### config.mk
export PLATFORM = sky130hd
export DESIGN_NAME = sar_adc_sequencer
export DESIGN_NICKNAME = d
export VERILOG_FILES = /design/src/shared/sar_adc_pkg.sv /design/src/rtl/sar_result_mem.sv /design/src/rtl/sar_adc_sequencer.sv
export SDC_FILE = /design/constraint.sdc
export NUM_CORES = 1
export LEC_CHECK = 0
export BUFFER_PORTS_ARGS = -buffer_cell sky130_fd_sc_hd__buf_2
export CAP_MARGIN = 20
export CORE_UTILIZATION = 45
export DETAILED_ROUTE_END_ITERATION = 7
export SETUP_SLACK_MARGIN = 0.15
export SLEW_MARGIN = 5
export SYNTH_ARGS = -nofsm -noshare
export SYNTH_HDL_FRONTEND = slang
export SYNTH_SLANG_ARGS = --single-unit
### constraint.sdc
create_clock -name i_sys_clk -period 3.2 [get_ports i_sys_clk]
set_input_delay 0.16 -clock i_sys_clk [delete_from_list [all_inputs] [get_ports i_sys_clk]]
set_output_delay 0.16 -clock i_sys_clk [all_outputs]
set_load 0.005 [all_outputs]
### src/shared/sar_adc_pkg.sv
// Shared constants, types and field layout of the converter sequencer
package sar_adc_pkg;

  // ----------------------------------------------------------------
  // Register map (byte addresses on the APB)
  // ----------------------------------------------------------------
  localparam logic [7:0] CTRL_ADDR        = 8'h00;
  localparam logic [7:0] STATUS_ADDR      = 8'h04;
  localparam logic [7:0] RESULT_BASE_ADDR = 8'h20;
  localparam logic [7:0] RESULT_LAST_ADDR = 8'h3c;

  // ----------------------------------------------------------------
  // Control register field positions
  // ----------------------------------------------------------------
  localparam int CTRL_START_BIT  = 0;
  localparam int CTRL_MODE_LSB   = 1;
  localparam int CTRL_CHAN_LSB   = 4;
  localparam int CTRL_SWEEP_LSB  = 7;
  localparam int CTRL_FREQ0_BIT  = 9;
  localparam int CTRL_FREQ1_BIT  = 10;
  localparam int CTRL_RES10_BIT  = 11;
  localparam int CTRL_SH_BIT     = 12;
  localparam int CTRL_GROUP_BIT  = 13;
  localparam int CTRL_VREF_BIT   = 14;
  localparam int CTRL_WEIGHT_BIT = 15;

  // Status register field positions
  localparam int STAT_REQ_BIT  = 0;
  localparam int STAT_BUSY_BIT = 1;
  localparam int STAT_CHAN_LSB = 2;

  // ----------------------------------------------------------------
  // Conversion timing, in conversion-clock cycles
  // ----------------------------------------------------------------
  localparam logic [5:0] LEN_SH_10    = 6'd33;
  localparam logic [5:0] LEN_SH_8     = 6'd28;
  localparam logic [5:0] LEN_NOSH_10  = 6'd59;
  localparam logic [5:0] LEN_NOSH_8   = 6'd49;
  localparam logic [5:0] SAMPLE_TICKS = 6'd3;
  localparam logic [5:0] STEP_SH      = 6'd3;
  localparam logic [5:0] STEP_NOSH    = 6'd5;

  // Reset value of the control word and first trial value of the approximation register
  localparam logic [15:0] CTRL_RESET = 16'h0000;
  localparam logic [9:0]  SAR_FIRST  = 10'h200;

  // ----------------------------------------------------------------
  // Types
  // ----------------------------------------------------------------
  typedef enum logic [2:0] {
    MODE_ONE_SHOT = 3'h0,
    MODE_REPEAT   = 3'h1,
    MODE_SWEEP    = 3'h2,
    MODE_RSWEEP0  = 3'h3,
    MODE_RSWEEP1  = 3'h4
  } adc_mode_t;

  typedef struct packed {
    logic       weight_two;
    logic       vref_conn;
    logic       group_alt;
    logic       sh_en;
    logic       res10;
    logic       freq1;
    logic       freq0;
    logic [1:0] sweep_sel;
    logic [2:0] chan;
    logic [2:0] mode;
    logic       start;
  } adc_cfg_t;

  typedef struct packed {
    logic       we;
    logic [2:0] addr;
    logic [9:0] data;
  } result_wr_t;

endpackage

### src/rtl/sar_result_mem.sv
// Eight-word result store with a registered read port
module sar_result_mem
  import sar_adc_pkg::*;
(
  input  wire logic       i_sys_clk,
  input  wire logic       i_rst_n,
  input  wire result_wr_t i_wr,
  input  wire logic [2:0] i_rd_addr,
  output logic [9:0]      o_rd_data
);

  logic [9:0] mem_q [8];

  // ----------------------------------------------------------------
  // Storage
  // ----------------------------------------------------------------
  // No reset on the array; results are undefined until first converted
  always_ff @(posedge i_sys_clk) begin
    if (i_wr.we) begin
      mem_q[i_wr.addr] <= i_wr.data;
    end
  end

  // Registered read port
  always_ff @(posedge i_sys_clk or negedge i_rst_n) begin
    if (!i_rst_n) begin
      o_rd_data <= 10'h000;
    end else begin
      o_rd_data <= mem_q[i_rd_addr];
    end
  end

endmodule // sar_result_mem

### src/rtl/sar_adc_sequencer.sv
// Successive-approximation converter sequencer with APB register access
//
// Notes on behaviour
// RQ1: One-shot mode converts one selected input once, then stops.
// RQ2: Repeat mode converts one selected input continuously.
// RQ3: Single sweep converts each selected input once in order, then stops.
// RQ4: Repeated sweep 0 converts the input set, restarting the sweep forever.
// RQ5: Repeated sweep 1 converts weighted inputs more often within the sweep.
// RQ6: Conversion clock is source clock divided by 1, 2 or 4.
// RQ7: Source clock equals the main system clock.
// RQ8: Upper select bit picks undivided; else lower bit picks /2, zero picks /4.
// RQ9: With sample-and-hold, 33 cycles at 10 bits, 28 at 8 bits.
// RQ10: Without sample-and-hold, 59 cycles at 10 bits, 49 at 8 bits.
// RQ11: With sample-and-hold, input sampled for first 3 conversion cycles.
// RQ12: Software keeps conversion clock at 1 MHz or more with sample-and-hold.
// RQ13: Resolution select; 8-bit resolves the top eight approximation bits.
// RQ14: Group select routes inputs from primary or alternate five-pin group; the code indexes eight inputs per group.
// RQ15: Software waits 1 us after reconnecting the reference before starting.
// RQ16: Software sets analog pins as inputs before use.
// RQ17: Writing one to the start flag launches conversion.
// RQ18: One-shot end stores result, sets request flag, clears start.
// RQ19: Repeating modes run until start cleared, store results, no request.
// RQ20: Single sweep sets request and clears start after all inputs.
//
// Implementation choices: the address map and register access over APB.
module sar_adc_sequencer
  import sar_adc_pkg::*;
(
  input  wire logic        i_sys_clk,
  input  wire logic        i_rst_n,
  // APB slave
  input  wire logic        i_psel,
  input  wire logic        i_penable,
  input  wire logic        i_pwrite,
  input  wire logic [7:0]  i_paddr,
  input  wire logic [31:0] i_pwdata,
  output logic             o_pready,
  output logic [31:0]      o_prdata,
  output logic             o_pslverr,
  // Analog core
  input  wire logic        i_cmp,
  output logic             o_sample,
  output logic [2:0]       o_chan,
  output logic             o_group_alt,
  output logic             o_vref_conn,
  output logic [9:0]       o_trial,
  output logic             o_busy,
  output logic             o_conv_req
);

  // ----------------------------------------------------------------
  // Declarations
  // ----------------------------------------------------------------
  typedef enum logic [2:0] {
    S_IDLE = 3'b001,
    S_CONV = 3'b010,
    S_NEXT = 3'b100
  } seq_state_t;

  seq_state_t state_q;
  seq_state_t state_d;
  adc_cfg_t   cfg_q;
  logic       req_q;
  logic [1:0] div_q;
  logic       tick;
  logic [5:0] tick_cnt_q;
  logic [5:0] sub_q;
  logic [3:0] bit_q;
  logic [9:0] sar_q;
  logic [2:0] chan_q;
  logic [2:0] main_ptr_q;
  logic [2:0] wptr_q;
  logic       wpass_q;
  logic       hw_stop;
  logic       last_tick;
  logic       decide;
  result_wr_t wr;
  logic [9:0] mem_rd;
  logic [2:0] mem_rd_addr;
  logic       apb_first;
  logic       wr_ctrl;
  logic       wr_status;
  logic       addr_ok;
  logic [31:0] rd_word;

  // ----------------------------------------------------------------
  // Helper functions
  // ----------------------------------------------------------------
  // Total conversion length per input
  function automatic logic [5:0] conv_len(input logic sh, input logic res10);
    if (sh) begin
      conv_len = res10 ? LEN_SH_10 : LEN_SH_8;
    end else begin
      conv_len = res10 ? LEN_NOSH_10 : LEN_NOSH_8;
    end
  endfunction

  // Ticks spent on each approximation bit
  function automatic logic [5:0] bit_step(input logic sh);
    bit_step = sh ? STEP_SH : STEP_NOSH;
  endfunction

  // Ticks before the first bit step; the rest of the length
  function automatic logic [5:0] lead_len(input logic sh, input logic res10);
    logic [5:0] bits;
    bits = res10 ? 6'd10 : 6'd8;
    lead_len = conv_len(sh, res10) - 6'(bits * bit_step(sh));
  endfunction

  // Last channel index of a sweep: 2, 4, 6 or 8 inputs
  function automatic logic [2:0] sweep_last(input logic [1:0] sel);
    sweep_last = {sel, 1'b1};
  endfunction

  // ----------------------------------------------------------------
  // Conversion clock divider
  // ----------------------------------------------------------------
  // RQ7 source clock
  // The divider runs on the system clock itself, so no second domain exists
  always_ff @(posedge i_sys_clk or negedge i_rst_n) begin
    if (!i_rst_n) begin
      div_q <= 2'h0;
    end else if (state_q != S_CONV) begin
      div_q <= 2'h0;
    end else begin
      div_q <= div_q + 2'h1;
    end
  end

  // RQ6 RQ8 divide select
  always_comb begin
    if (cfg_q.freq1) begin
      tick = 1'b1;
    end else if (cfg_q.freq0) begin
      tick = div_q[0];
    end else begin
      tick = (div_q == 2'h3);
    end
  end

  // ----------------------------------------------------------------
  // APB decode
  // ----------------------------------------------------------------
  // One wait state on every access gives the result store time to answer
  assign apb_first = i_psel & i_penable & ~o_pready;
  assign wr_ctrl   = apb_first & i_pwrite & (i_paddr == CTRL_ADDR);
  assign wr_status = apb_first & i_pwrite & (i_paddr == STATUS_ADDR);
  assign addr_ok   = (i_paddr == CTRL_ADDR) | (i_paddr == STATUS_ADDR) |
                     ((i_paddr >= RESULT_BASE_ADDR) && (i_paddr <= RESULT_LAST_ADDR) &&
                      (i_paddr[1:0] == 2'h0));
  assign mem_rd_addr = i_paddr[4:2];

  // Read data selection
  always_comb begin
    rd_word = 32'h0000_0000;
    if (i_paddr == CTRL_ADDR) begin
      rd_word[15:0] = cfg_q;
    end else if (i_paddr == STATUS_ADDR) begin
      rd_word[STAT_REQ_BIT]                  = req_q;
      rd_word[STAT_BUSY_BIT]                 = (state_q != S_IDLE);
      rd_word[STAT_CHAN_LSB +: 3]            = chan_q;
    end else if (addr_ok) begin
      rd_word[9:0] = mem_rd;
    end
  end

  // Bus answer, registered
  always_ff @(posedge i_sys_clk or negedge i_rst_n) begin
    if (!i_rst_n) begin
      o_pready  <= 1'b0;
      o_prdata  <= 32'h0000_0000;
      o_pslverr <= 1'b0;
    end else begin
      o_pready  <= apb_first;
      o_pslverr <= apb_first & ~addr_ok;
      if (apb_first && !i_pwrite) begin
        o_prdata <= rd_word;
      end
    end
  end

  // ----------------------------------------------------------------
  // Control register and start flag
  // ----------------------------------------------------------------
  // RQ17 start by write
  // A software write wins over the hardware clear in the same cycle
  always_ff @(posedge i_sys_clk or negedge i_rst_n) begin
    if (!i_rst_n) begin
      cfg_q <= adc_cfg_t'(CTRL_RESET);
    end else if (wr_ctrl) begin
      cfg_q <= adc_cfg_t'(i_pwdata[15:0]);
    end else if (hw_stop) begin
      cfg_q.start <= 1'b0;
    end
  end

  // RQ18 RQ20 request flag
  // Set wins over a software clear arriving in the same cycle
  always_ff @(posedge i_sys_clk or negedge i_rst_n) begin
    if (!i_rst_n) begin
      req_q <= 1'b0;
    end else if (hw_stop) begin
      req_q <= 1'b1;
    end else if (wr_status && !i_pwdata[STAT_REQ_BIT]) begin
      req_q <= 1'b0;
    end
  end

  // ----------------------------------------------------------------
  // Sequencer state machine
  // ----------------------------------------------------------------
  assign last_tick = tick && (tick_cnt_q == conv_len(cfg_q.sh_en, cfg_q.res10) - 6'd1);

  // Stop with request only for one-shot and single sweep
  always_comb begin
    hw_stop = 1'b0;
    if (state_q == S_NEXT && cfg_q.start) begin
      unique case (adc_mode_t'(cfg_q.mode))
        // RQ1 single conversion
        MODE_ONE_SHOT: hw_stop = 1'b1;
        // RQ3 single sweep end
        MODE_SWEEP:    hw_stop = (chan_q == sweep_last(cfg_q.sweep_sel));
        default:       hw_stop = 1'b0;
      endcase
    end
  end

  always_comb begin
    state_d = state_q;
    unique case (state_q)
      S_IDLE: if (cfg_q.start) state_d = S_CONV;
      S_CONV: begin
        if (!cfg_q.start) begin
          state_d = S_IDLE;
        end else if (last_tick) begin
          state_d = S_NEXT;
        end
      end
      S_NEXT: begin
        // RQ19 run until cleared
        if (!cfg_q.start || hw_stop) begin
          state_d = S_IDLE;
        end else begin
          state_d = S_CONV;
        end
      end
      default: state_d = S_IDLE;
    endcase
  end

  always_ff @(posedge i_sys_clk or negedge i_rst_n) begin
    if (!i_rst_n) begin
      state_q <= S_IDLE;
    end else begin
      state_q <= state_d;
    end
  end

  // ----------------------------------------------------------------
  // Channel selection per mode
  // ----------------------------------------------------------------
  always_ff @(posedge i_sys_clk or negedge i_rst_n) begin
    if (!i_rst_n) begin
      chan_q     <= 3'h0;
      main_ptr_q <= 3'h0;
      wptr_q     <= 3'h0;
      wpass_q    <= 1'b0;
    end else if (state_q == S_IDLE) begin
      // Sweeps always begin at input zero
      if (cfg_q.mode == MODE_ONE_SHOT || cfg_q.mode == MODE_REPEAT) begin
        chan_q <= cfg_q.chan;
      end else begin
        chan_q <= 3'h0;
      end
      main_ptr_q <= cfg_q.weight_two ? 3'h2 : 3'h1;
      wptr_q     <= 3'h0;
      wpass_q    <= 1'b1;
    end else if (state_q == S_NEXT) begin
      unique case (adc_mode_t'(cfg_q.mode))
        // RQ2 same input again
        MODE_ONE_SHOT, MODE_REPEAT: chan_q <= cfg_q.chan;
        // RQ3 RQ4 advance sweep
        MODE_SWEEP, MODE_RSWEEP0: begin
          if (chan_q == sweep_last(cfg_q.sweep_sel)) begin
            chan_q <= 3'h0;
          end else begin
            chan_q <= chan_q + 3'h1;
          end
        end
        // RQ5 weighted inputs between others
        MODE_RSWEEP1: begin
          if (wpass_q) begin
            chan_q     <= main_ptr_q;
            wpass_q    <= 1'b0;
            main_ptr_q <= (main_ptr_q == sweep_last(cfg_q.sweep_sel)) ?
                          (cfg_q.weight_two ? 3'h2 : 3'h1) : main_ptr_q + 3'h1;
          end else begin
            chan_q  <= (cfg_q.weight_two && wptr_q == 3'h0) ? 3'h1 : 3'h0;
            wptr_q  <= (cfg_q.weight_two && wptr_q == 3'h0) ? 3'h1 : 3'h0;
            wpass_q <= 1'b1;
          end
        end
        default: chan_q <= 3'h0;
      endcase
    end
  end

  // ----------------------------------------------------------------
  // Approximation timing and register
  // ----------------------------------------------------------------
  // RQ9 RQ10 conversion length
  always_ff @(posedge i_sys_clk or negedge i_rst_n) begin
    if (!i_rst_n) begin
      tick_cnt_q <= 6'h00;
      sub_q      <= 6'h00;
    end else if (state_q != S_CONV) begin
      tick_cnt_q <= 6'h00;
      sub_q      <= 6'h00;
    end else if (tick) begin
      tick_cnt_q <= tick_cnt_q + 6'h01;
      if (tick_cnt_q >= lead_len(cfg_q.sh_en, cfg_q.res10)) begin
        sub_q <= (sub_q == bit_step(cfg_q.sh_en) - 6'h01) ? 6'h00 : sub_q + 6'h01;
      end
    end
  end

  assign decide = tick && (tick_cnt_q >= lead_len(cfg_q.sh_en, cfg_q.res10)) &&
                  (sub_q == bit_step(cfg_q.sh_en) - 6'h01);

  // RQ13 resolve top bits
  // In 8-bit mode the two lowest bits are never tried and stay zero
  always_ff @(posedge i_sys_clk or negedge i_rst_n) begin
    if (!i_rst_n) begin
      sar_q <= 10'h000;
      bit_q <= 4'h9;
    end else if (state_q != S_CONV) begin
      sar_q <= SAR_FIRST;
      bit_q <= 4'h9;
    end else if (decide) begin
      sar_q[bit_q] <= i_cmp;
      if (bit_q != 4'h0 && !(bit_q == 4'h2 && !cfg_q.res10)) begin
        sar_q[bit_q - 4'h1] <= 1'b1;
        bit_q               <= bit_q - 4'h1;
      end
    end
  end

  // RQ18 RQ19 store result
  always_comb begin
    wr.we   = last_tick && cfg_q.start && (state_q == S_CONV);
    wr.addr = chan_q;
    wr.data = sar_q;
    // The last bit is decided on the storing tick, so fold it in here
    if (decide) begin
      wr.data[bit_q] = i_cmp;
    end
    if (!cfg_q.res10) begin
      wr.data = {2'h0, wr.data[9:2]};
    end
  end

  sar_result_mem u_result_mem (
    .i_sys_clk (i_sys_clk),
    .i_rst_n   (i_rst_n),
    .i_wr      (wr),
    .i_rd_addr (mem_rd_addr),
    .o_rd_data (mem_rd)
  );

  // ----------------------------------------------------------------
  // Analog side outputs
  // ----------------------------------------------------------------
  // RQ11 sample window
  // Without hold the input is tracked for the whole conversion
  always_ff @(posedge i_sys_clk or negedge i_rst_n) begin
    if (!i_rst_n) begin
      o_sample <= 1'b0;
    end else if (state_d != S_CONV) begin
      o_sample <= 1'b0;
    end else if (!cfg_q.sh_en) begin
      o_sample <= 1'b1;
    end else if (state_q != S_CONV) begin
      o_sample <= 1'b1;
    end else if (tick && tick_cnt_q == SAMPLE_TICKS - 6'd1) begin
      o_sample <= 1'b0;
    end
  end

  // RQ14 input group routing
  always_ff @(posedge i_sys_clk or negedge i_rst_n) begin
    if (!i_rst_n) begin
      o_chan      <= 3'h0;
      o_group_alt <= 1'b0;
      o_vref_conn <= 1'b0;
      o_trial     <= 10'h000;
      o_busy      <= 1'b0;
      o_conv_req  <= 1'b0;
    end else begin
      o_chan      <= chan_q;
      o_group_alt <= cfg_q.group_alt;
      o_vref_conn <= cfg_q.vref_conn;
      o_trial     <= sar_q;
      o_busy      <= (state_q != S_IDLE);
      o_conv_req  <= req_q;
    end
  end

endmodule // sar_adc_sequencer

Word level (Yosys, flattened, before mapping):

Memories as Yosys holds them, arrays and structs flattened. A register that Yosys moved wholly into a read port is not among the register bits.
Cells that the tools add are included.
Widths: inputs -> output; s select.

* muxes and demuxes: 72
* multipliers: 1
* bitwise gates (word level): 11
* reduce and logical (&&, ||, !) cells: 45
* add/subtract/negate cells: 10
* $lt $le $gt $ge: 8
* equality and inequality tests: 20

Operator list (number)
* $mux 10: 7
* $mux 6: 11
* $mux 3: 18
* $mux 1: 20
* $pmux 3 s3: 2
* $reduce_bool 2->1: 9
* $logic_and 1x1->1: 16
* $mux 4: 4
* $add 6x1->6 const B: 2
* $eq 6x6->1: 2
* $ge 6x6->1: 2
* $sub 6x6->6: 2
* $bwmux 10: 1
* $lt 4x5->1 const B: 2
* $mux 5: 2
* $or 10x10->10: 1
* $eq 3x2->1 const B: 3
* $demux 1 s4: 2
* $eq 8x3->1 const B: 1
* $ge 4x1->1 const B: 2
* $ge 8x6->1 const B: 1
* $le 8x6->1 const B: 1
* $logic_not 8->1: 1
* $mux 2: 4
* 28 further kinds: 51

* input port bits: 46
* memory bits (writable): 80
* word-level logic and storage cells: 200
* register bits: 94
* memories kept: 1
* output and inout bits: 52

Memories
* u_result_mem.mem_q: depth 8, bits a word 10, read ports 1, clocked after Yosys merged registers in 1, write ports 1, line sar_result_mem.sv:12 `logic [9:0] mem_q [8];`

Depth between registers and ports, before layout:

* depth after elaboration: 10
* depth in mapped cells: 12
* depth with buffers taken out: 9

Cells and area by module:

From an unflattened synthesis, not the netlist that was laid out.

* cells, all modules: 645
* area total of the unflattened synthesis: 8506.9 sq um

Modules (own cells, without submodules)
* sar_adc_sequencer: area an instance 5123.7 sq um, instances 1, cells an instance 507, sequential area each 2306.0 sq um
* sar_result_mem: area an instance 3383.2 sq um, instances 1, cells an instance 138, sequential area each 2652.5 sq um

Worst setup path before layout:

Ideal clock, no wire load.

* path type: reg2reg
* start: register cfg_q[11] (netlist name)
* end: memory u_result_mem.mem_q[4][0], enable pin
* setup time: 0.376 ns
* setup slack: 0.293 ns
* data arrival time: 2.531 ns
* cell stages (with the launch flop): 9
* cell sequence: dfrtp_1 buf_2 inv_2 ha_1 or3b_1 a211o_1 nor4_4 nand2b_2 nor2_1

* cells in the longest elaborated chain, start to end: 9

RTL lines
* start: declaration: line sar_adc_sequencer.sv:62 `adc_cfg_t cfg_q;`
* start signal: assignment: line sar_adc_sequencer.sv:189 `cfg_q <= adc_cfg_t'(CTRL_RESET);`
* start signal: assignment: line sar_adc_sequencer.sv:191 `cfg_q <= adc_cfg_t'(i_pwdata[15:0]);`
* $mux 6 / $mux 4 (equally long branches): line sar_adc_sequencer.sv:92, sar_adc_sequencer.sv:94
* $mux 6 *: line sar_adc_sequencer.sv:91 `if (sh) begin`
* $sub 6x1->6 *: line sar_adc_sequencer.sv:212 `assign last_tick = tick && (tick_cnt_q == conv_len(cfg_q.sh_en, cfg_q.res10) - 6'd1);`
* $eq 6x6->1 *: line sar_adc_sequencer.sv:212
* $logic_and 1x1->1 *: line sar_adc_sequencer.sv:212
* $logic_and 1x1->1 * (2 in series): line sar_adc_sequencer.sv:350 `wr.we = last_tick && cfg_q.start && (state_q == S_CONV);`
* $mux 1 *: line sar_result_mem.sv:19 `if (i_wr.we) begin`
* $mux 1 (implied by the code) *: line sar_result_mem.sv:20 `mem_q[i_wr.addr] <= i_wr.data;`
* end: declaration: line sar_result_mem.sv:12

Mark *: on every way between the ends. The rest lies on a longest branch, timed or not.

==> summary.md <==
| Metric | Value |
|---|---|
| Status | `complete, no violations` |
| R2r setup slk | `240 ps` |
| Number of buffers created by CTS | `17` |
| # fillers | `1488` |
| Post-synthesis async set-or-reset flop share | `56.0%` |
| Setup crit start kind | `register` |
| DP HPWL | `12.0 mm` |
| Wire per inst | `18.6 um` |
| Post-synthesis simple-gate area fraction | `13.2%` |
| Synthesized area per cell | `13.1 um^2` |
| Dpl cell area | `8740 um^2` |
| Post-route DRC | `0` |
| Worst Path Required | `3340 ps` |
| Final Util | `54.4%` |
| CP Class | `reg2reg` |
| Worst VDD drop | `362 uV` |
| Int Pwr | `3890 uW` |
| Largest net degree at the start of global routing | `51` |
| Die Y | `137 um` |
| Final setup viols | `0` |
| Number of global-route vias before repair | `5268` |
| Max-cap violations | `0` |
| Worst-path clk slew | `60 ps` |
| RSZ-0062 raised after global routing | `true` |
| Cells after Synth | `624` |
| Antenna viol nets, final | `0` |
| Main combinational cell family by area after synthesis | `simple AND/OR/NAND/NOR gates` |
| GRT Util Overall | `20.5%` |
| Core footprint | `17500 um^2` |
| Antenna violations before repair | `0` |
| First-pass GRT wire length | `28.0 mm` |
| Die ar. | `18700 um^2` |
| Post-Layout Inst Area | `9540 um^2` |
| Final Max Tran Viols | `0` |
| WHS | `102 ps` |
| Multiplexer area fraction after synthesis | `11.7%` |
| Die Wd | `137 um` |
| Power density over cell area | `547 nW/um^2` |
| Leakage | `0.00387 uW` |
| Netlist Area Pre-Place | `8170 um^2` |
| Final period util | `92.4%` |
| Post-synth EDFFs | `80` |
| Clock power frac | `37.8%` |
| Sink Count | `182` |
| # IOs | `98` |
| Grt ovf | `0` |
| CP Data Arrival Time | `3100 ps` |
| Worst-margin pin slew | `818 ps` |
| Slew HR | `45.2%` |
| Layout cells sized above 1 | `27.1%` |
| Count leader, synth | `dfrtp_1` |
| Area share of the largest cell type after synthesis | `30.3%` |
| Commonest cells post-synth | `99 x dfrtp_1, 80 x edfxtp_1, 51 x nor2_1` |
| Synth area leaders | `dfrtp_1 30%, edfxtp_1 29%, mux4_2 5.5%` |
| Gate power share | `11.8%` |
| DR vias/cell | `5.46` |
| Hold WC Path Type | `in2reg` |
| P_sw | `1330 uW` |
| Fmax | `338 MHz` |
| Wirelength, routed | `17.9 mm` |
| Seq/Total Area, Yosys | `60.7%` |
| Reg power frac | `50.4%` |
| Starting Density | `46.6%` |
| TNS Setup | `0 ps` |
| Final Total Pwr | `5220 uW` |
| NumNets Final | `783` |
| Multi-input logic area | `3000 um^2` |
| CP Capture Type | `register` |
| Synth warnings | `0` |
| H-Tree Depth | `4` |
| Switching Fraction | `25.5%` |
| Root buffer cell | `clkbuf_16` |
| Synth Area in Adders | `2.60%` |
| Unique masters post-synth | `67` |
| Post-synthesis register bit count | `182` |
| Starting DRC count in detailed routing | `321` |
| Seq. cell area | `4960 um^2` |
| 1st-pass router iterations | `4` |
| Highest net fanout along the worst path | `20` |
| Number of diodes | `0` |
| Post-synth top area cell | `dfrtp_1` |
| Xor/xnor cell area share of the yosys netlist | `1.93%` |
| Synth Area in Compound Gates | `6.06%` |
| CTS tree | `done` |
| Synth Flop Type | `dfrtp_1` |
| Final Hold Fails | `0` |
| DR vias | `5228` |
| Max Root-Sink Buffers | `2` |
| Area grow syn2layout | `16.8%` |
| I/O Buffers | `65` |
| GP Congestion | `0.822` |
| Row cnt | `48` |
| Minimum clock period | `2960 ps` |
| Skew-Pair Late Insertion Delay | `430 ps` |
| Worst Skew | `8.42 ps` |
-- registers in the layout (all words and copies together), names as in the netlist, 3 cells and up --
name	count
cfg_q	16
o_chan	3
sub_q	6
chan_q	3
u_result_mem.mem_q	80
bit_q	4
tick_cnt_q	6
u_result_mem.o_rd_data	10
main_ptr_q	3
sar_q	10
o_prdata	16
o_trial	10
state_q	3
-- metal layers --
metal	part of all wire [%]	GRT usage (%)	vias to the layer above
met5	0	0	-
met4	1.5	7.53	0
met3	3.7	3.85	25
met2	49	34.7	140
met1	46	26.3	2622
li1	-	-	2441
-- logic make-up after synthesis --
logic type / after synthesis
simple gates: 201
flops: 182
compound gates: 78
mux: 67
buf+inv: 60
xor+xnor: 18
fa+ha+maj: 17
other cells: 1
-- power by group through the flow --
stage	Clock [uW]	Sequential, uW	Combinational (uW)
3_3_place_gp	0	2670	591
6_report	1980	2630	616
5_1_grt	2100	2640	691
4_1_cts	2000	2630	623
2_1_floorplan	0	2640	424
3_5_place_dp	0	2680	601
-- layout by cell type (no fill, tap or decap), drive strengths merged, types with 12 or more instances in the layout --
cell	netlist	final
a21oi	18	18
buf	29	91
clkbuf	17	24
conb	1	16
dfrtp	99	99
dlygate4sd3	0	17
edfxtp	80	80
ha	17	17
inv	14	18
mux2	25	25
mux2i	22	22
mux4	20	20
nand2	50	50
nand3	18	18
nor2	52	52
nor3	14	14
nor4	12	12
o21ai	26	26
xnor2	12	12
-- path summary, 6_finish.rpt --
path,to,depth (start not counted),startpoint
max in group asynchronous,bit_q[0],3,i_rst_n
min in group asynchronous,main_ptr_q[0],2,i_rst_n
worst max-delay path,u_result_mem.mem_q[3][5],10,cfg_q[12]
worst min-delay path,o_pslverr,4,i_penable
worst min register to register,o_trial[9],0,sar_q[9]
worst max register to register,u_result_mem.mem_q[3][5],10,cfg_q[12]
-- through the flow --
step	setup WS (ps)	instances
final	244	958
after global routing	31.7	958
after CTS	97.8	953
after detailed placement	126	904
after global placement	228	904
after floorplan	293	639
-- repair_timing --
action / in CTS / in global routing
endpoints found under the setup margin: 32 / 80
gates resized for setup: 1 / 9
hold buffers: 17 / 0
endpoints found under the hold margin: 63 / 0
buffers inserted: 0 / 5
gates cloned: 0 / 0
-- area by class of cell --
type,instances,share of cell area [%]
Timing Repair Buffer,108,7.26
Tap cell,225,2.95
Clock buffer,24,5.22
Multi-Input combinational cell,397,31.4
Sequential cell,182,52.0
Clock inverter,8,0.629
Inverter,14,0.551
-- worst max-delay path, stage by stage, from the launching register on --
cell and delay [ps]:
dfrtp_1 380, buf_4 180, ha_1 190, inv_1 60, ha_1 260, o21ai_0 70
o21a_1 180, buf_4 210, nor4b_1 550, nor3_1 100, a21oi_1 500
(Power assumes the default switching activity.)
